## src/pcl_pkg.sv

```systemverilog
// Shared constants and types of the configuration loader
package pcl_pkg;

    // ************************************************************
    // Sizes
    // ************************************************************
    localparam int ADDR_W = 4;
    localparam int DATA_W = 16;
    localparam int PIN_W = 16;
    // Config words in RAM; flash holds one more word for the checksum
    localparam logic [ADDR_W-1:0] CFG_WORDS = 4'hf;
    // Word that holds the pin output roles
    localparam logic [ADDR_W-1:0] PIN_FN_IDX = 4'h0;

    // ************************************************************
    // Reset values and timing
    // ************************************************************
    localparam logic [PIN_W-1:0] PIN_FN_RST = 16'h0000;
    localparam logic [DATA_W-1:0] SUM_RST = 16'h0000;
    localparam int unsigned INIT_TIME_MS = 40;
    localparam int unsigned CLK_FREQ_HZ = 10_000_000;
    localparam int unsigned INIT_CYC = INIT_TIME_MS * (CLK_FREQ_HZ / 1000);

    // ************************************************************
    // Types
    // ************************************************************
    typedef enum logic [1:0] {
        OP_RAM_WR = 2'h0,
        OP_STORE_ALL = 2'h1,
        OP_FLASH_WR = 2'h2,
        OP_NONE = 2'h3
    } pcl_op_t;

    typedef struct packed {
        pcl_op_t op;
        logic [ADDR_W-1:0] addr;
        logic [DATA_W-1:0] data;
    } pcl_cmd_t;

    typedef enum logic [1:0] {
        ST_INIT,
        ST_WIPE,
        ST_RUN,
        ST_STORE
    } pcl_state_t;

endpackage

```

## src/pcl_cfg_loader.sv

```systemverilog
// Configuration loader: working RAM, data flash, init and checksum
`timescale 1ns/1ns

// Overview of operation
// - Unconfigured part: pins high impedance, no sequencing
// - Bus commands write parameters into working RAM
// - Store-all copies whole RAM into flash
// - Direct flash image leaves current behaviour alone
// - RAM parameter changes act at once
// - Pin role changes need a reset
// - Old configuration runs until next reset
// - Test port refuses configuration loads
// - Reset starts 40 ms init, pins high impedance
// - Bad checksum: discard config, alert, flag
module pcl_cfg_loader import pcl_pkg::*; #(
    parameter int unsigned INIT_CYCLES = INIT_CYC
) (
    // Clock and resets
    input wire logic clk_sys,
    input wire logic rst_n,
    input wire logic por_n,
    // Management command port
    input wire logic cmd_valid,
    input wire pcl_cmd_t cmd,
    output logic cmd_ready,
    // Active configuration read
    input wire logic [ADDR_W-1:0] cfg_rd_addr,
    output logic [DATA_W-1:0] cfg_rd_data,
    // Test access port
    input wire logic tap_cfg_req,
    output logic tap_cfg_reject,
    // Pins and status
    output logic [PIN_W-1:0] io_oe,
    output logic seq_run,
    output logic init_busy,
    output logic cfg_bad,
    output logic bus_alert_output_o,
    output logic bus_alert_output_oe
);

    localparam int CNT_W = $clog2(INIT_CYCLES + 1);
    localparam int STORE_LAT = CFG_WORDS + 2;

    // ************************************************************
    // Reset and input synchronisers
    // ************************************************************
    logic [1:0] rst_sync_r;
    logic [1:0] por_sync_r;
    logic [1:0] tap_sync_r;
    logic rst_sys_n;
    logic rst_por_n;
    logic any_rst_n;

    assign any_rst_n = rst_n & por_n;
    assign rst_sys_n = rst_sync_r[1];
    assign rst_por_n = por_sync_r[1];

    always_ff @(posedge clk_sys or negedge any_rst_n) begin
        if (!any_rst_n) begin
            rst_sync_r <= 2'h0;
        end else begin
            rst_sync_r <= {rst_sync_r[0], 1'b1};
        end
    end

    always_ff @(posedge clk_sys or negedge por_n) begin
        if (!por_n) begin
            por_sync_r <= 2'h0;
        end else begin
            por_sync_r <= {por_sync_r[0], 1'b1};
        end
    end

    always_ff @(posedge clk_sys or negedge rst_sys_n) begin
        if (!rst_sys_n) begin
            tap_sync_r <= 2'h0;
        end else begin
            tap_sync_r <= {tap_sync_r[0], tap_cfg_req};
        end
    end

    function automatic logic [DATA_W-1:0] add_w(
        input logic [DATA_W-1:0] a,
        input logic [DATA_W-1:0] b
    );
        return a + b;
    endfunction

    // ************************************************************
    // State and control
    // ************************************************************
    pcl_state_t st_r;
    logic [ADDR_W-1:0] idx_r;
    logic [DATA_W-1:0] sum_r;
    logic [CNT_W-1:0] init_cnt_r;
    logic [DATA_W-1:0] ram_r [CFG_WORDS];
    logic [DATA_W-1:0] flash_r [CFG_WORDS + 1];
    logic blank_r;
    logic configured_r;
    logic bad_r;
    logic [PIN_W-1:0] pin_fn_r;
    logic tap_rej_r;
    logic [DATA_W-1:0] rd_r;
    logic cmd_take;
    logic load_act;
    logic copy_act;
    logic init_done;
    logic sum_ok;
    logic [DATA_W-1:0] flash_word;
    logic [DATA_W-1:0] ram_word;
    logic [DATA_W-1:0] ram_at_cmd;

    assign cmd_ready = (st_r == ST_RUN);
    assign cmd_take = cmd_valid && cmd_ready;
    assign load_act = (st_r == ST_INIT) && (idx_r < CFG_WORDS);
    assign copy_act = (st_r == ST_STORE) && (idx_r < CFG_WORDS);
    assign init_done = (st_r == ST_INIT)
        && (init_cnt_r == CNT_W'(INIT_CYCLES - 1));
    assign flash_word = flash_r[idx_r];
    assign ram_word = (idx_r < CFG_WORDS) ? ram_r[idx_r] : SUM_RST;
    assign ram_at_cmd = (cmd.addr < CFG_WORDS) ? ram_r[cmd.addr] : SUM_RST;
    assign sum_ok = (sum_r == flash_r[CFG_WORDS]);

    always_ff @(posedge clk_sys or negedge rst_sys_n) begin
        if (!rst_sys_n) begin
            st_r <= ST_INIT;
            idx_r <= '0;
            sum_r <= SUM_RST;
            init_cnt_r <= '0;
        end else begin
            case (st_r)
                ST_INIT: begin
                    init_cnt_r <= init_cnt_r + 1'b1;
                    if (load_act) begin
                        idx_r <= idx_r + 1'b1;
                        sum_r <= add_w(sum_r, flash_word);
                    end
                    if (init_done) begin
                        idx_r <= '0;
                        if (!blank_r && !sum_ok) begin
                            st_r <= ST_WIPE;
                        end else begin
                            st_r <= ST_RUN;
                        end
                    end
                end
                ST_WIPE: begin
                    idx_r <= idx_r + 1'b1;
                    if (idx_r == CFG_WORDS - 1'b1) begin
                        st_r <= ST_RUN;
                    end
                end
                ST_RUN: begin
                    if (cmd_take && cmd.op == OP_STORE_ALL) begin
                        st_r <= ST_STORE;
                        idx_r <= '0;
                        sum_r <= SUM_RST;
                    end
                end
                ST_STORE: begin
                    if (copy_act) begin
                        idx_r <= idx_r + 1'b1;
                        sum_r <= add_w(sum_r, ram_word);
                    end else begin
                        st_r <= ST_RUN;
                    end
                end
                default: begin
                    st_r <= ST_INIT;
                end
            endcase
        end
    end

    // ************************************************************
    // Working RAM
    // ************************************************************
    // Commands land here and take effect without any commit step
    always_ff @(posedge clk_sys) begin
        if (load_act) begin
            ram_r[idx_r] <= flash_word;
        end else if (st_r == ST_WIPE) begin
            ram_r[idx_r] <= SUM_RST;
        end else if (cmd_take && cmd.op == OP_RAM_WR
                     && cmd.addr < CFG_WORDS) begin
            ram_r[cmd.addr] <= cmd.data;
        end
    end

    always_ff @(posedge clk_sys or negedge rst_sys_n) begin
        if (!rst_sys_n) begin
            rd_r <= SUM_RST;
        end else begin
            rd_r <= (cfg_rd_addr < CFG_WORDS) ? ram_r[cfg_rd_addr]
                : SUM_RST;
        end
    end

    // ************************************************************
    // Data flash
    // ************************************************************
    // Image writes never touch RAM; they wait for the next reload
    always_ff @(posedge clk_sys) begin
        if (copy_act) begin
            flash_r[idx_r] <= ram_word;
        end else if (st_r == ST_STORE) begin
            flash_r[CFG_WORDS] <= sum_r;
        end else if (cmd_take && cmd.op == OP_FLASH_WR) begin
            flash_r[cmd.addr] <= cmd.data;
        end
    end

    // Only power-on gives a blank, factory-state flash
    always_ff @(posedge clk_sys or negedge rst_por_n) begin
        if (!rst_por_n) begin
            blank_r <= 1'b1;
        end else if ((st_r == ST_STORE && !copy_act)
                     || (cmd_take && cmd.op == OP_FLASH_WR)) begin
            blank_r <= 1'b0;
        end
    end

    // ************************************************************
    // Pin roles, status and alert
    // ************************************************************
    // Pin roles are sampled once per reset, so a live edit cannot
    // tear down a rail that feeds this device mid-programming
    always_ff @(posedge clk_sys or negedge rst_sys_n) begin
        if (!rst_sys_n) begin
            pin_fn_r <= PIN_FN_RST;
        end else if (init_done && !blank_r && sum_ok) begin
            pin_fn_r <= ram_r[PIN_FN_IDX];
        end
    end

    always_ff @(posedge clk_sys or negedge rst_sys_n) begin
        if (!rst_sys_n) begin
            configured_r <= 1'b0;
            bad_r <= 1'b0;
        end else begin
            if (init_done && !blank_r) begin
                configured_r <= sum_ok;
                bad_r <= !sum_ok;
            end else if (st_r == ST_STORE && !copy_act) begin
                configured_r <= 1'b1;
            end
        end
    end

    // Any configuration attempt through the test port is dropped
    always_ff @(posedge clk_sys or negedge rst_sys_n) begin
        if (!rst_sys_n) begin
            tap_rej_r <= 1'b0;
        end else begin
            tap_rej_r <= tap_sync_r[1];
        end
    end

    assign io_oe = pin_fn_r;
    assign seq_run = configured_r;
    assign init_busy = (st_r == ST_INIT);
    assign cfg_bad = bad_r;
    assign cfg_rd_data = rd_r;
    assign tap_cfg_reject = tap_rej_r;
    assign bus_alert_output_o = 1'b0;
    assign bus_alert_output_oe = bad_r;
endmodule

```

## config.mk

```make
export PLATFORM = sky130hd
export DESIGN_NAME = pcl_cfg_loader
export DESIGN_NICKNAME = d
export VERILOG_FILES = /design/src/pcl_pkg.sv /design/src/pcl_cfg_loader.sv
export SDC_FILE = /design/constraint.sdc
export NUM_CORES = 1
export LEC_CHECK = 0
export BUFFER_PORTS_ARGS = -buffer_cell sky130_fd_sc_hd__buf_4
export CORE_MARGIN = 8
export CORE_UTILIZATION = 35
export CTS_BUF_LIST = sky130_fd_sc_hd__clkbuf_4 sky130_fd_sc_hd__clkbuf_8 sky130_fd_sc_hd__clkbuf_16
export CTS_CLUSTER_DIAMETER = 80
export DETAILED_ROUTE_END_ITERATION = 8
export PLACE_DENSITY = 0.6
export SKIP_LAST_GASP = 1
export SLEW_MARGIN = 10
export SYNTH_ARGS = -nofsm -noshare
export SYNTH_HDL_FRONTEND = slang
export SYNTH_SLANG_ARGS = --single-unit
```

## constraint.sdc

```tcl
create_clock -name clk_sys -period 2.3 [get_ports clk_sys]
set_input_delay 0.46 -clock clk_sys [delete_from_list [all_inputs] [get_ports clk_sys]]
set_output_delay 0.46 -clock clk_sys [all_outputs]
set_load 0.02 [all_outputs]
```

# Word level (Yosys, flattened, before mapping)
# Memories as Yosys holds them, arrays and structs flattened. A register that Yosys moved wholly into a read port is not among the register bits.
# Index checks and enable logic that the tools add are counted.
[totals]
register_bits = 67
mem_bits_rw = 496
out_inout_bits = 39
mem_count = 2
[mem_list]
columns = ["memory", "words", "width", "rd", "rd_ports_with_merged_regs", "wr", "line_no", "text"]
rows = [
  ["flash_r", 16, 16, 2, 0, 1, "pcl_cfg_loader.sv:97", "logic [DATA_W-1:0] flash_r [CFG_WORDS + 1];"],
  ["ram_r", 15, 16, 3, 1, 1, "pcl_cfg_loader.sv:96", "logic [DATA_W-1:0] ram_r [CFG_WORDS];"],
]
[classes]
addsub = 4
order_cmp = 3
n_eq_ne = 15
n_mux = 47
n_bitwise = 2
n_reduce_logical = 27
[op_table]
columns = ["operator", "count"]
rows = [
  ["2-to-1 mux 16 bit", 9],
  ["case mux 16 bit (3 select lines)", 1],
  ["OR reduction 16 bit", 3],
  ["adder 16 bit", 2],
  ["2-to-1 mux 4 bit", 7],
  ["2-to-1 mux 1 bit", 23],
  ["adder 19 x 1 -> 19 bit, second input constant", 1],
  ["equality test 19 bit, second input constant", 1],
  ["equality test 16 bit", 1],
  ["case mux 4 bit (4 select lines)", 1],
  ["logical AND 1 bit", 12],
  ["less-than comparator 4 bit, second input constant", 3],
  ["2-to-1 mux 2 bit", 5],
  ["case mux 2 bit (4 select lines)", 1],
  ["AND reduction 4 bit", 2],
  ["equality test 2 bit, second input constant", 3],
  ["!= test 2 x 1 -> 1 bit, second input constant", 3],
  ["!= test 2 bit, second input constant", 3],
  ["adder 4 x 1 -> 4 bit, second input constant", 1],
  ["equality test 2 x 1 -> 1 bit, second input constant", 2],
  ["equality test 4 bit, second input constant", 1],
  ["logical NOT 1 bit", 4],
  ["logical NOT 2 bit", 2],
  ["!= test 3 x 1 -> 1 bit, second input constant", 1],
  ["other kinds (6)", 6],
]

# Logic depth before layout (Yosys ltp)
# Gate-level depths: netlist (run 1).
[depth]
word_depth = 10
mapped_depth = 20
depth_no_buf = 16

# Worst setup path before layout (run 1)
# OpenSTA, ideal clock, no wires.
[synth_path]
path_type = "register -> register"
from = "register idx_r[1]"
to = "register sum_r[15]"
arrival_ps = 3843
t_required_ps = 2222
slack_ps = -1621
path_stages_with_launch = 17
path_buffers = 4
period_less_slack_ps = 3921
path_cell_list = "dfrtp_1 -> buf_6 -> buf_2 -> clkbuf_1 -> mux4_2 -> mux4_2 -> nand2_1 -> o21ai_1 -> ha_1 -> clkbuf_1 -> a211oi_1 -> o211a_1 -> o31ai_1 -> a31o_1 -> a311o_1 -> a2111oi_2 -> o21bai_1"
[synth_between]
elab_chain_cells = 5
[synth_rtl]
columns = ["item", "line_no", "text"]
rows = [
  ["start: declaration", "pcl_cfg_loader.sv:93", "logic [ADDR_W-1:0] idx_r;"],
  ["start signal: assignment", "pcl_cfg_loader.sv:135", "idx_r <= idx_r + 1'b1;"],
  ["start signal: assignment", "pcl_cfg_loader.sv:148", "idx_r <= idx_r + 1'b1;"],
  ["start signal: assignment", "pcl_cfg_loader.sv:162", "idx_r <= idx_r + 1'b1;"],
  ["memory read (15 x 16 bit) / less-than comparator 4 bit (equally long branches)", "n/a", ""],
  ["2-to-1 mux 16 bit", "pcl_cfg_loader.sv:120", "assign ram_word = (idx_r < CFG_WORDS) ? ram_r[idx_r] : SUM_RST;"],
  ["adder 16 bit", "pcl_cfg_loader.sv:86", "return a + b;"],
  ["2-to-1 mux 16 bit", "pcl_cfg_loader.sv:161", "if (copy_act) begin"],
  ["case mux 16 bit (3 select lines)", "pcl_cfg_loader.sv:131", "case (st_r)"],
  ["end signal: assignment", "pcl_cfg_loader.sv:136", "sum_r <= add_w(sum_r, flash_word);"],
  ["end signal: assignment", "pcl_cfg_loader.sv:163", "sum_r <= add_w(sum_r, ram_word);"],
  ["end: declaration", "pcl_cfg_loader.sv:94", "logic [DATA_W-1:0] sum_r;"],
]
# Several ways; a longest one is shown, not always the timed one. The select of a mux whose other input is x is not followed.
# A chain may end at the register's enable or synchronous reset.

# Final worst setup path (run 1)
[layout_path]
from = "register idx_r[0]"
to = "register sum_r[15]"
# Same word-level chain as after synthesis.

==> results of run 1 <==
==> worst register-to-register path, cell delays in order (launching register included) <==
cell and delay [ns]:
dfrtp_4 0.47, buf_12 0.16, buf_12 0.18, mux4_2 0.51
mux4_2 0.53, nand2_1 0.10, o21ai_1 0.07, ha_1 0.32
a211oi_2 0.23, o211a_1 0.18, o31ai_2 0.08, a31o_1 0.25
a311o_1 0.33, a2111oi_2 0.35, o21bai_1 0.16
==> how the worst max path moves through the flow <==
stage	cells after the start	end	startpoint	slack (ns)
6_report	14	sum_r[15]	idx_r[0]	-1.69
5_1_grt	16	sum_r[15]	idx_r[0]	-1.84
4_1_cts	14	sum_r[15]	idx_r[0]	-1.67
3_5_place_dp	14	sum_r[15]	idx_r[0]	-1.69
3_3_place_gp	17	sum_r[14]	idx_r[0]	-1.65
2_1_floorplan	16	sum_r[15]	idx_r[0]	-1.44
==> logic make-up (layout without fill, tap and decap cells) <==
family                     Yosys count  count (layout)  share of synthesized area
buffers and inverters              108             534                    0.01990
adders and majority gates           22              22                    0.01100
other                                2               3                  0.0002921
xor gates and xnor gates            47              47                    0.01601
DFF                                579             579                     0.6601
AOI/OAI and AO/OA                  203             203                    0.05095
muxes                              258             258                     0.1945
and+or+nand+nor                    267             267                    0.04720
==> repair_timing <==
| item | 4_1_cts | 5_1_grt |
|---|---|---|
| setup buffers | 19 | 16 |
| endpoints found under the setup margin | 1029 | 1032 |
| gates cloned | 3 | 3 |
| gates resized for setup | 41 | 39 |
| hold buffers | 3 | 0 |
| pin swaps | 13 | 18 |
| endpoints found under the hold margin | 5 | 0 |
==> state kept, by name, indices dropped and copies added, names as in the netlist <==
register             flops
blank_r                  1
bus_alert_output_oe      1
cfg_rd_data             16
flash_r                256
idx_r                    4
init_cnt_r              19
io_oe                   16
por_sync_r               2
ram_r                  240
rst_sync_r               2
seq_run                  1
st_r                     2
sum_r                   16
tap_cfg_reject           1
tap_sync_r               2
==> per-layer routing <==
metal	track usage	part of all wire	wire length [um]	up-vias
li1	-	-	-	6752
met1	0.2114	0.40	28140	8003
met2	0.2888	0.51	35760	471
met3	0.02490	0.052	3593	113
met4	0.05295	0.031	2124	0
met5	0	0	0	-
==> power by group through the flow <==
stage	Combinational (mW)	Sequential, mW	Clock, mW
after CTS	20.4	16.3	10.1
after global placement	19.3	16.5	0
after detailed placement	19.6	16.5	0
after floorplan	11.2	16.2	0
final	21.1	16.3	9.90
after global routing	22.6	16.4	10.5
==> cell usage in the layout, fill, tap and decap left out, types with 6 or more instances in the layout <==
| cell | netlist | final |
|---|---|---|
| nand2_1 | 105 | 99 |
| o21ai_0 | 30 | 28 |
| o31ai_1 | 10 | 8 |
| a21oi_1 | 41 | 26 |
| nand4_1 | 9 | 9 |
| clkbuf_16 | 0 | 67 |
| xor2_1 | 29 | 29 |
| clkinv_2 | 0 | 11 |
| nor2_1 | 72 | 41 |
| mux2i_1 | 43 | 43 |
| mux4_2 | 191 | 191 |
| a22o_1 | 23 | 20 |
| xnor2_1 | 18 | 18 |
| clkbuf_8 | 0 | 7 |
| mux2_2 | 15 | 15 |
| dfrtp_1 | 82 | 77 |
| clkbuf_4 | 1 | 8 |
| a21oi_2 | 0 | 14 |
| a211oi_1 | 11 | 7 |
| nor2_4 | 0 | 31 |
| ha_1 | 21 | 19 |
| buf_12 | 0 | 87 |
| edfxtp_1 | 496 | 496 |
| nor3_1 | 11 | 7 |
| mux2_1 | 9 | 9 |
| nor2b_1 | 25 | 24 |
| buf_4 | 7 | 292 |
| buf_6 | 4 | 18 |
| a31oi_2 | 0 | 18 |
| o21ai_2 | 0 | 6 |
| nand3_1 | 14 | 12 |
| o21ai_1 | 28 | 23 |
| inv_1 | 17 | 16 |
==> metrics by stage <==
step	hold slack (ns)	worst slack (ns)	setup TNS (ns)	area, um^2
3_3_place_gp	0.1665	-1.652	-460.73	30710
4_1_cts	0.1370	-1.670	-448.15	33250
5_1_grt	0.1687	-1.836	-523.84	33630
2_1_floorplan	0.1597	-1.436	-41.92	26300
6_report	0.1723	-1.687	-443.53	33630
3_5_place_dp	0.1717	-1.688	-465.30	30710
==> cell type report <==
type	instances	share of cell area
Sequential cell	579	0.5052
Multi-Input combinational cell	800	0.2667
Timing Repair Buffer	407	0.1292
Clock buffer	79	0.05228
Tap cell	959	0.03568
Clock inverter	29	0.008819
Inverter	19	0.002121
==> metrics, run 1 <==
FF-to-FF Start idx_r[0]; DIE HEIGHT 287.0 um; YS warnings 0; Clock Sinks 579; Leak 12.00 nW; Overflow after GRT 0; Final Util 0.4617; synth top area cells edfxtp_1 58%, mux4_2 17%, dfrtp_1 8.0%; Setup WS post-layout -1.687 ns; R2R cell count 14; share of layout cells above drive strength 1 0.4360; 1st-pass router iterations 5; Fmax 250.8 MHz; final net count 1919; pwr dens 1406 nW/um^2; # diodes 0; routed via count 15340; FP Rows 99; Sw Share 0.3258; synth unique cells 67; maximum fanout along the worst path 11; critical path capture point type flip-flop; DR WL/cell 24.24 um; power share of the clock group 0.210; multi-input combinational cell area 8967 um^2; die width 287.0 um; Initial Util 0.3530; fin crit share 1.733; DRC 0; Reg-to-Reg End sum_r[15]; clock skew 0.02215 ns; drt total wl 69610 um; Commonest cells post-synth 496 x edfxtp_1, 191 x mux4_2, 105 x nand2_1; FF+latch count, synth 579; gate count of the mapped netlist 1486; Synth Area per Inst 17.30 um^2; CP required 2.83 ns; CTS max path bufs 3; register clock-pin slew on the reported worst setup and hold paths 0.06 ns; final-report setup violation count 1031; slowest cell delay on critical path 0.53 ns; H-Tree Depth 2; first-pass GRT wire length 102700 um; Non-Filler Instances 2872; Async S/R FF share, synth 0.1434; status finished with violations; initial antenna violation count 0; Synth-to-Final Area Change 30.78%; GPL Wtd Cong 0.8344; combinational group share of total power 0.445; Final Max Tran Viols 0; Final ANT Viol Nets 0; top_reg_cell synth edfxtp_1; DR iter-0 viols 1343; CP startpoint kind flip-flop; Post-synth EDFFs 496; R2R setup slack -1.69 ns; vias in the first global route 15920; Clock Root Buffer clkbuf_16; Storage cell area 16990 um^2; Slowest-stage cell, CP mux4_2; Ports 70; share of the synthesized area in the top cell type 0.5793; cell internal pwr 31.87 mW; final hold violation count 0; top-count cell post-synth edfxtp_1; fin crit period 3.987 ns; GRT Overall Usage 0.1657; Seq pwr share 0.345; largest net degree at the start of global routing 50; Slew @ Worst Pin 1.013 ns; vias per inst 5.341; RSZ-0062 raised after global routing yes; type of the most critical hold path reg -> async; Placed Cells 2723; port buffer count 68; Post-Syn Area 25710 um^2; critical path data arrival time 4.52 ns; Yosys top cell by area edfxtp_1; Die ar. 82390 um^2; Final Power 47.26 mW; TritonCTS Buffers 59; Crit path buffers/inverters 2; P_sw 15.40 mW; WS Path Type reg -> reg; failing checks setup timing; Top delay family on crit path compound AO/OA/AOI/OAI gates; Clk Latency, worst-skew pair 0.62 ns; Fill cells 6180; maximum vdd drop 699.7 uV; Seq/Total Area, Yosys 0.6601; cells along the critical path buf_12 > buf_12 > mux4_2 > mux4_2 > nand2_1 > o21ai_1 > ha_1 > a211oi_2 > o211a_1 > o31ai_2 > a31o_1 > a311o_1 > a2111oi_2 > o21bai_1; Core Region 72830 um^2; MaxCap Viol Count 0; CTS tree built; DP HPWL 46040 um; Rel. slew slack 0.3247
(Power assumes the default switching activity.)
==> inputs of run 2 (changes only) <==
--- a/config.mk
+++ b/config.mk
@@ -11,6 +11,7 @@
 export CTS_BUF_LIST = sky130_fd_sc_hd__clkbuf_4 sky130_fd_sc_hd__clkbuf_8 sky130_fd_sc_hd__clkbuf_16
 export CTS_CLUSTER_DIAMETER = 80
 export DETAILED_ROUTE_END_ITERATION = 8
+export MAX_ROUTING_LAYER = met4
 export PLACE_DENSITY = 0.6
 export SKIP_LAST_GASP = 1
 export SLEW_MARGIN = 10
==> metrics, run 2 (synthesis results as in run 1) <==
status finished with violations; failing checks setup timing; register clock-pin slew on the reported worst setup and hold paths 0.06 ns (about the same); Clk Latency, worst-skew pair 0.62 ns (about the same); most common cell after layout, fill and taps aside edfxtp_1; first-pass GRT wire length 102800 um (+0.11%); slowest cell delay on critical path 0.53 ns (about the same); Final Util 0.4628 (+0.001151); CTS tree built; cells along the critical path buf_12 > buf_12 > mux4_2 > mux4_2 > nand2_1 > o21ai_1 > ha_1 > a211oi_2 > o211a_1 > o31ai_2 > a31o_1 > a311o_1 > a2111oi_2 > o21bai_1; Synth-to-Final Area Change 31.10%; commonest non-fill, non-tap cells in the layout 496 x edfxtp_1, 298 x buf_4, 191 x mux4_2, 97 x nand2_1, 87 x buf_12; DR iter-0 viols 1455 (+8.3%); Initial Util 0.3530 (unchanged); max reg flops 256 (unchanged); Overflow after GRT 0 (unchanged); CTS max path bufs 3 (unchanged); Die ar. 82390 um^2 (unchanged); Reg-to-Reg End sum_r[15]; DRC 0 (unchanged); MaxCap Viol Count 0 (unchanged); RSZ-0062 raised after global routing yes; final net count 1925 (+0.31%); GRT Overall Usage 0.1708 (+0.005116); maximum vdd drop 702.8 uV (+0.44%); Ports 70 (unchanged); Clock Root Buffer clkbuf_16; Final Power 47.50 mW (+0.49%); CP required 2.83 ns (about the same); maximum fanout along the worst path 11 (unchanged); largest net degree at the start of global routing 50 (unchanged); Post-Route Setup TNS -459.15 ns (-15.62 ns); initial antenna violation count 0 (unchanged); Non-Filler Instances 2878 (+0.21%); vias per inst 5.331 (-0.18%); Final ANT Viol Nets 0 (unchanged); FP Rows 99 (unchanged); critical path data arrival time 4.53 ns (about the same); pwr dens 1409 nW/um^2 (+0.24%); Fmax 250.3 MHz (-0.23%); 1st-pass router iterations 5 (unchanged); # diodes 0 (unchanged); largest registers flash_r: 256 flops, ram_r: 240 flops, init_cnt_r: 19 flops; Placed Cells 2723 (unchanged); Core Region 72830 um^2 (unchanged); H-Tree Depth 2 (unchanged); port buffer count 68 (unchanged); Largest Register flash_r; final hold violation count 0 (unchanged); routed via count 15340 (+0.026%); GPL Wtd Cong 0.8472 (+1.5%); drt total wl 69640 um (about the same); fin crit period 3.996 ns (+0.008980 ns); R2R setup slack -1.70 ns (about the same); final-report setup violation count 1031 (unchanged); DP HPWL 46040 um (unchanged); Slew @ Worst Pin 1.006 ns (-0.007084 ns); Setup WS post-layout -1.696 ns (-0.008980 ns); vias in the first global route 15890 (-0.20%); Fill cells 6160 (-0.32%); Slowest-stage cell, CP mux4_2; CP startpoint kind flip-flop; die width 287.0 um (unchanged); clock skew 0.02137 ns (-0.0007830 ns); Rel. slew slack 0.3295 (+0.004723); type of the most critical hold path reg -> async; DR WL/cell 24.20 um (-0.17%); critical path capture point type flip-flop; DIE HEIGHT 287.0 um (unchanged); TritonCTS Buffers 59 (unchanged); fin crit share 1.737 (+0.003904); post-place setup slack -1.688 ns (unchanged); WS Path Type reg -> reg; share of layout cells above drive strength 1 0.4419 (+0.005932); FF-to-FF Start idx_r[0]; Final Max Tran Viols 0 (unchanged); Clock Sinks 579 (unchanged); Leak 12.04 nW (+0.34%); R2R cell count 14 (unchanged)
==> run 2: cell types whose count changed in the layout (fill, tap and decap cells not counted), moves of 2 or more <==
cell / previous run / this run
ha_4: 1 / 3
o21ai_1: 23 / 21
ha_1: 19 / 17
buf_4: 292 / 298
mux2i_2: 0 / 2
mux2i_1: 43 / 41
nor2b_4: 0 / 2
nand2_2: 5 / 8
nand2_1: 99 / 97
==> run 2: where the power goes <==
part	total [mW]	leakage (nW)	switching, mW	internal (mW)
clock network	9.91	1.03	3.98	5.93
logic	21.3	5.49	10.9	10.4
registers	16.3	5.52	0.643	15.7
==> run 2: layout make-up <==
| cell class | count | area [um^2] | share of cell area |
|---|---|---|---|
| Inverter | 19 | 71.32 | 0.002116 |
| Timing Repair Buffer | 413 | 4373 | 0.1297 |
| Sequential cell | 579 | 16990 | 0.5040 |
| Clock inverter | 29 | 296.5 | 0.008797 |
| Tap cell | 959 | 1200 | 0.03559 |
| Multi-Input combinational cell | 800 | 9022 | 0.2676 |
| Clock buffer | 79 | 1758 | 0.05215 |
==> run 2: what timing repair did <==
item                        CTS  global route
hold endpoints to repair      5             0
hold buffers                  3             0
buffers inserted             19            25
gates resized for setup      41            50
cloned                        3             3
pin swaps                    13            28
setup endpoints to repair  1029          1032
==> run 2: worst max path at each step <==
stage,endpoint,depth (start not counted),start
final,sum_r[15],14,idx_r[0]
after global routing,sum_r[15],14,idx_r[0]
after CTS,sum_r[15],14,idx_r[0]
after detailed placement,sum_r[15],14,idx_r[0]
after global placement,sum_r[14],17,idx_r[0]
after floorplan,sum_r[15],16,idx_r[0]
==> run 2: through the flow <==
step | hold slack, ns | area (um^2)
2_1_floorplan | 0.1597 | 26300
3_3_place_gp | 0.1665 | 30710
3_5_place_dp | 0.1717 | 30710
4_1_cts | 0.1370 | 33250
5_1_grt | 0.1688 | 33710
6_report | 0.1722 | 33710
==> run 2: worst max-delay path, delay by kind of cell (launching register included) <==
family	cells	cell delay, ns
adders and majority gates	1	0.31
DFF	1	0.47
buffers and inverters	2	0.32
and+or+nand+nor	1	0.10
muxes	2	1.04
AOI/OAI and AO/OA	8	1.65
==> run 2: metal layers <==
layer,GRT usage,wire length (um),up-vias
met3,0.02474,3543,108
met2,0.2884,35660,436
met4,0.05295,2098,0
li1,-,-,6768
met5,-,0,-
met1,0.2125,28340,8031
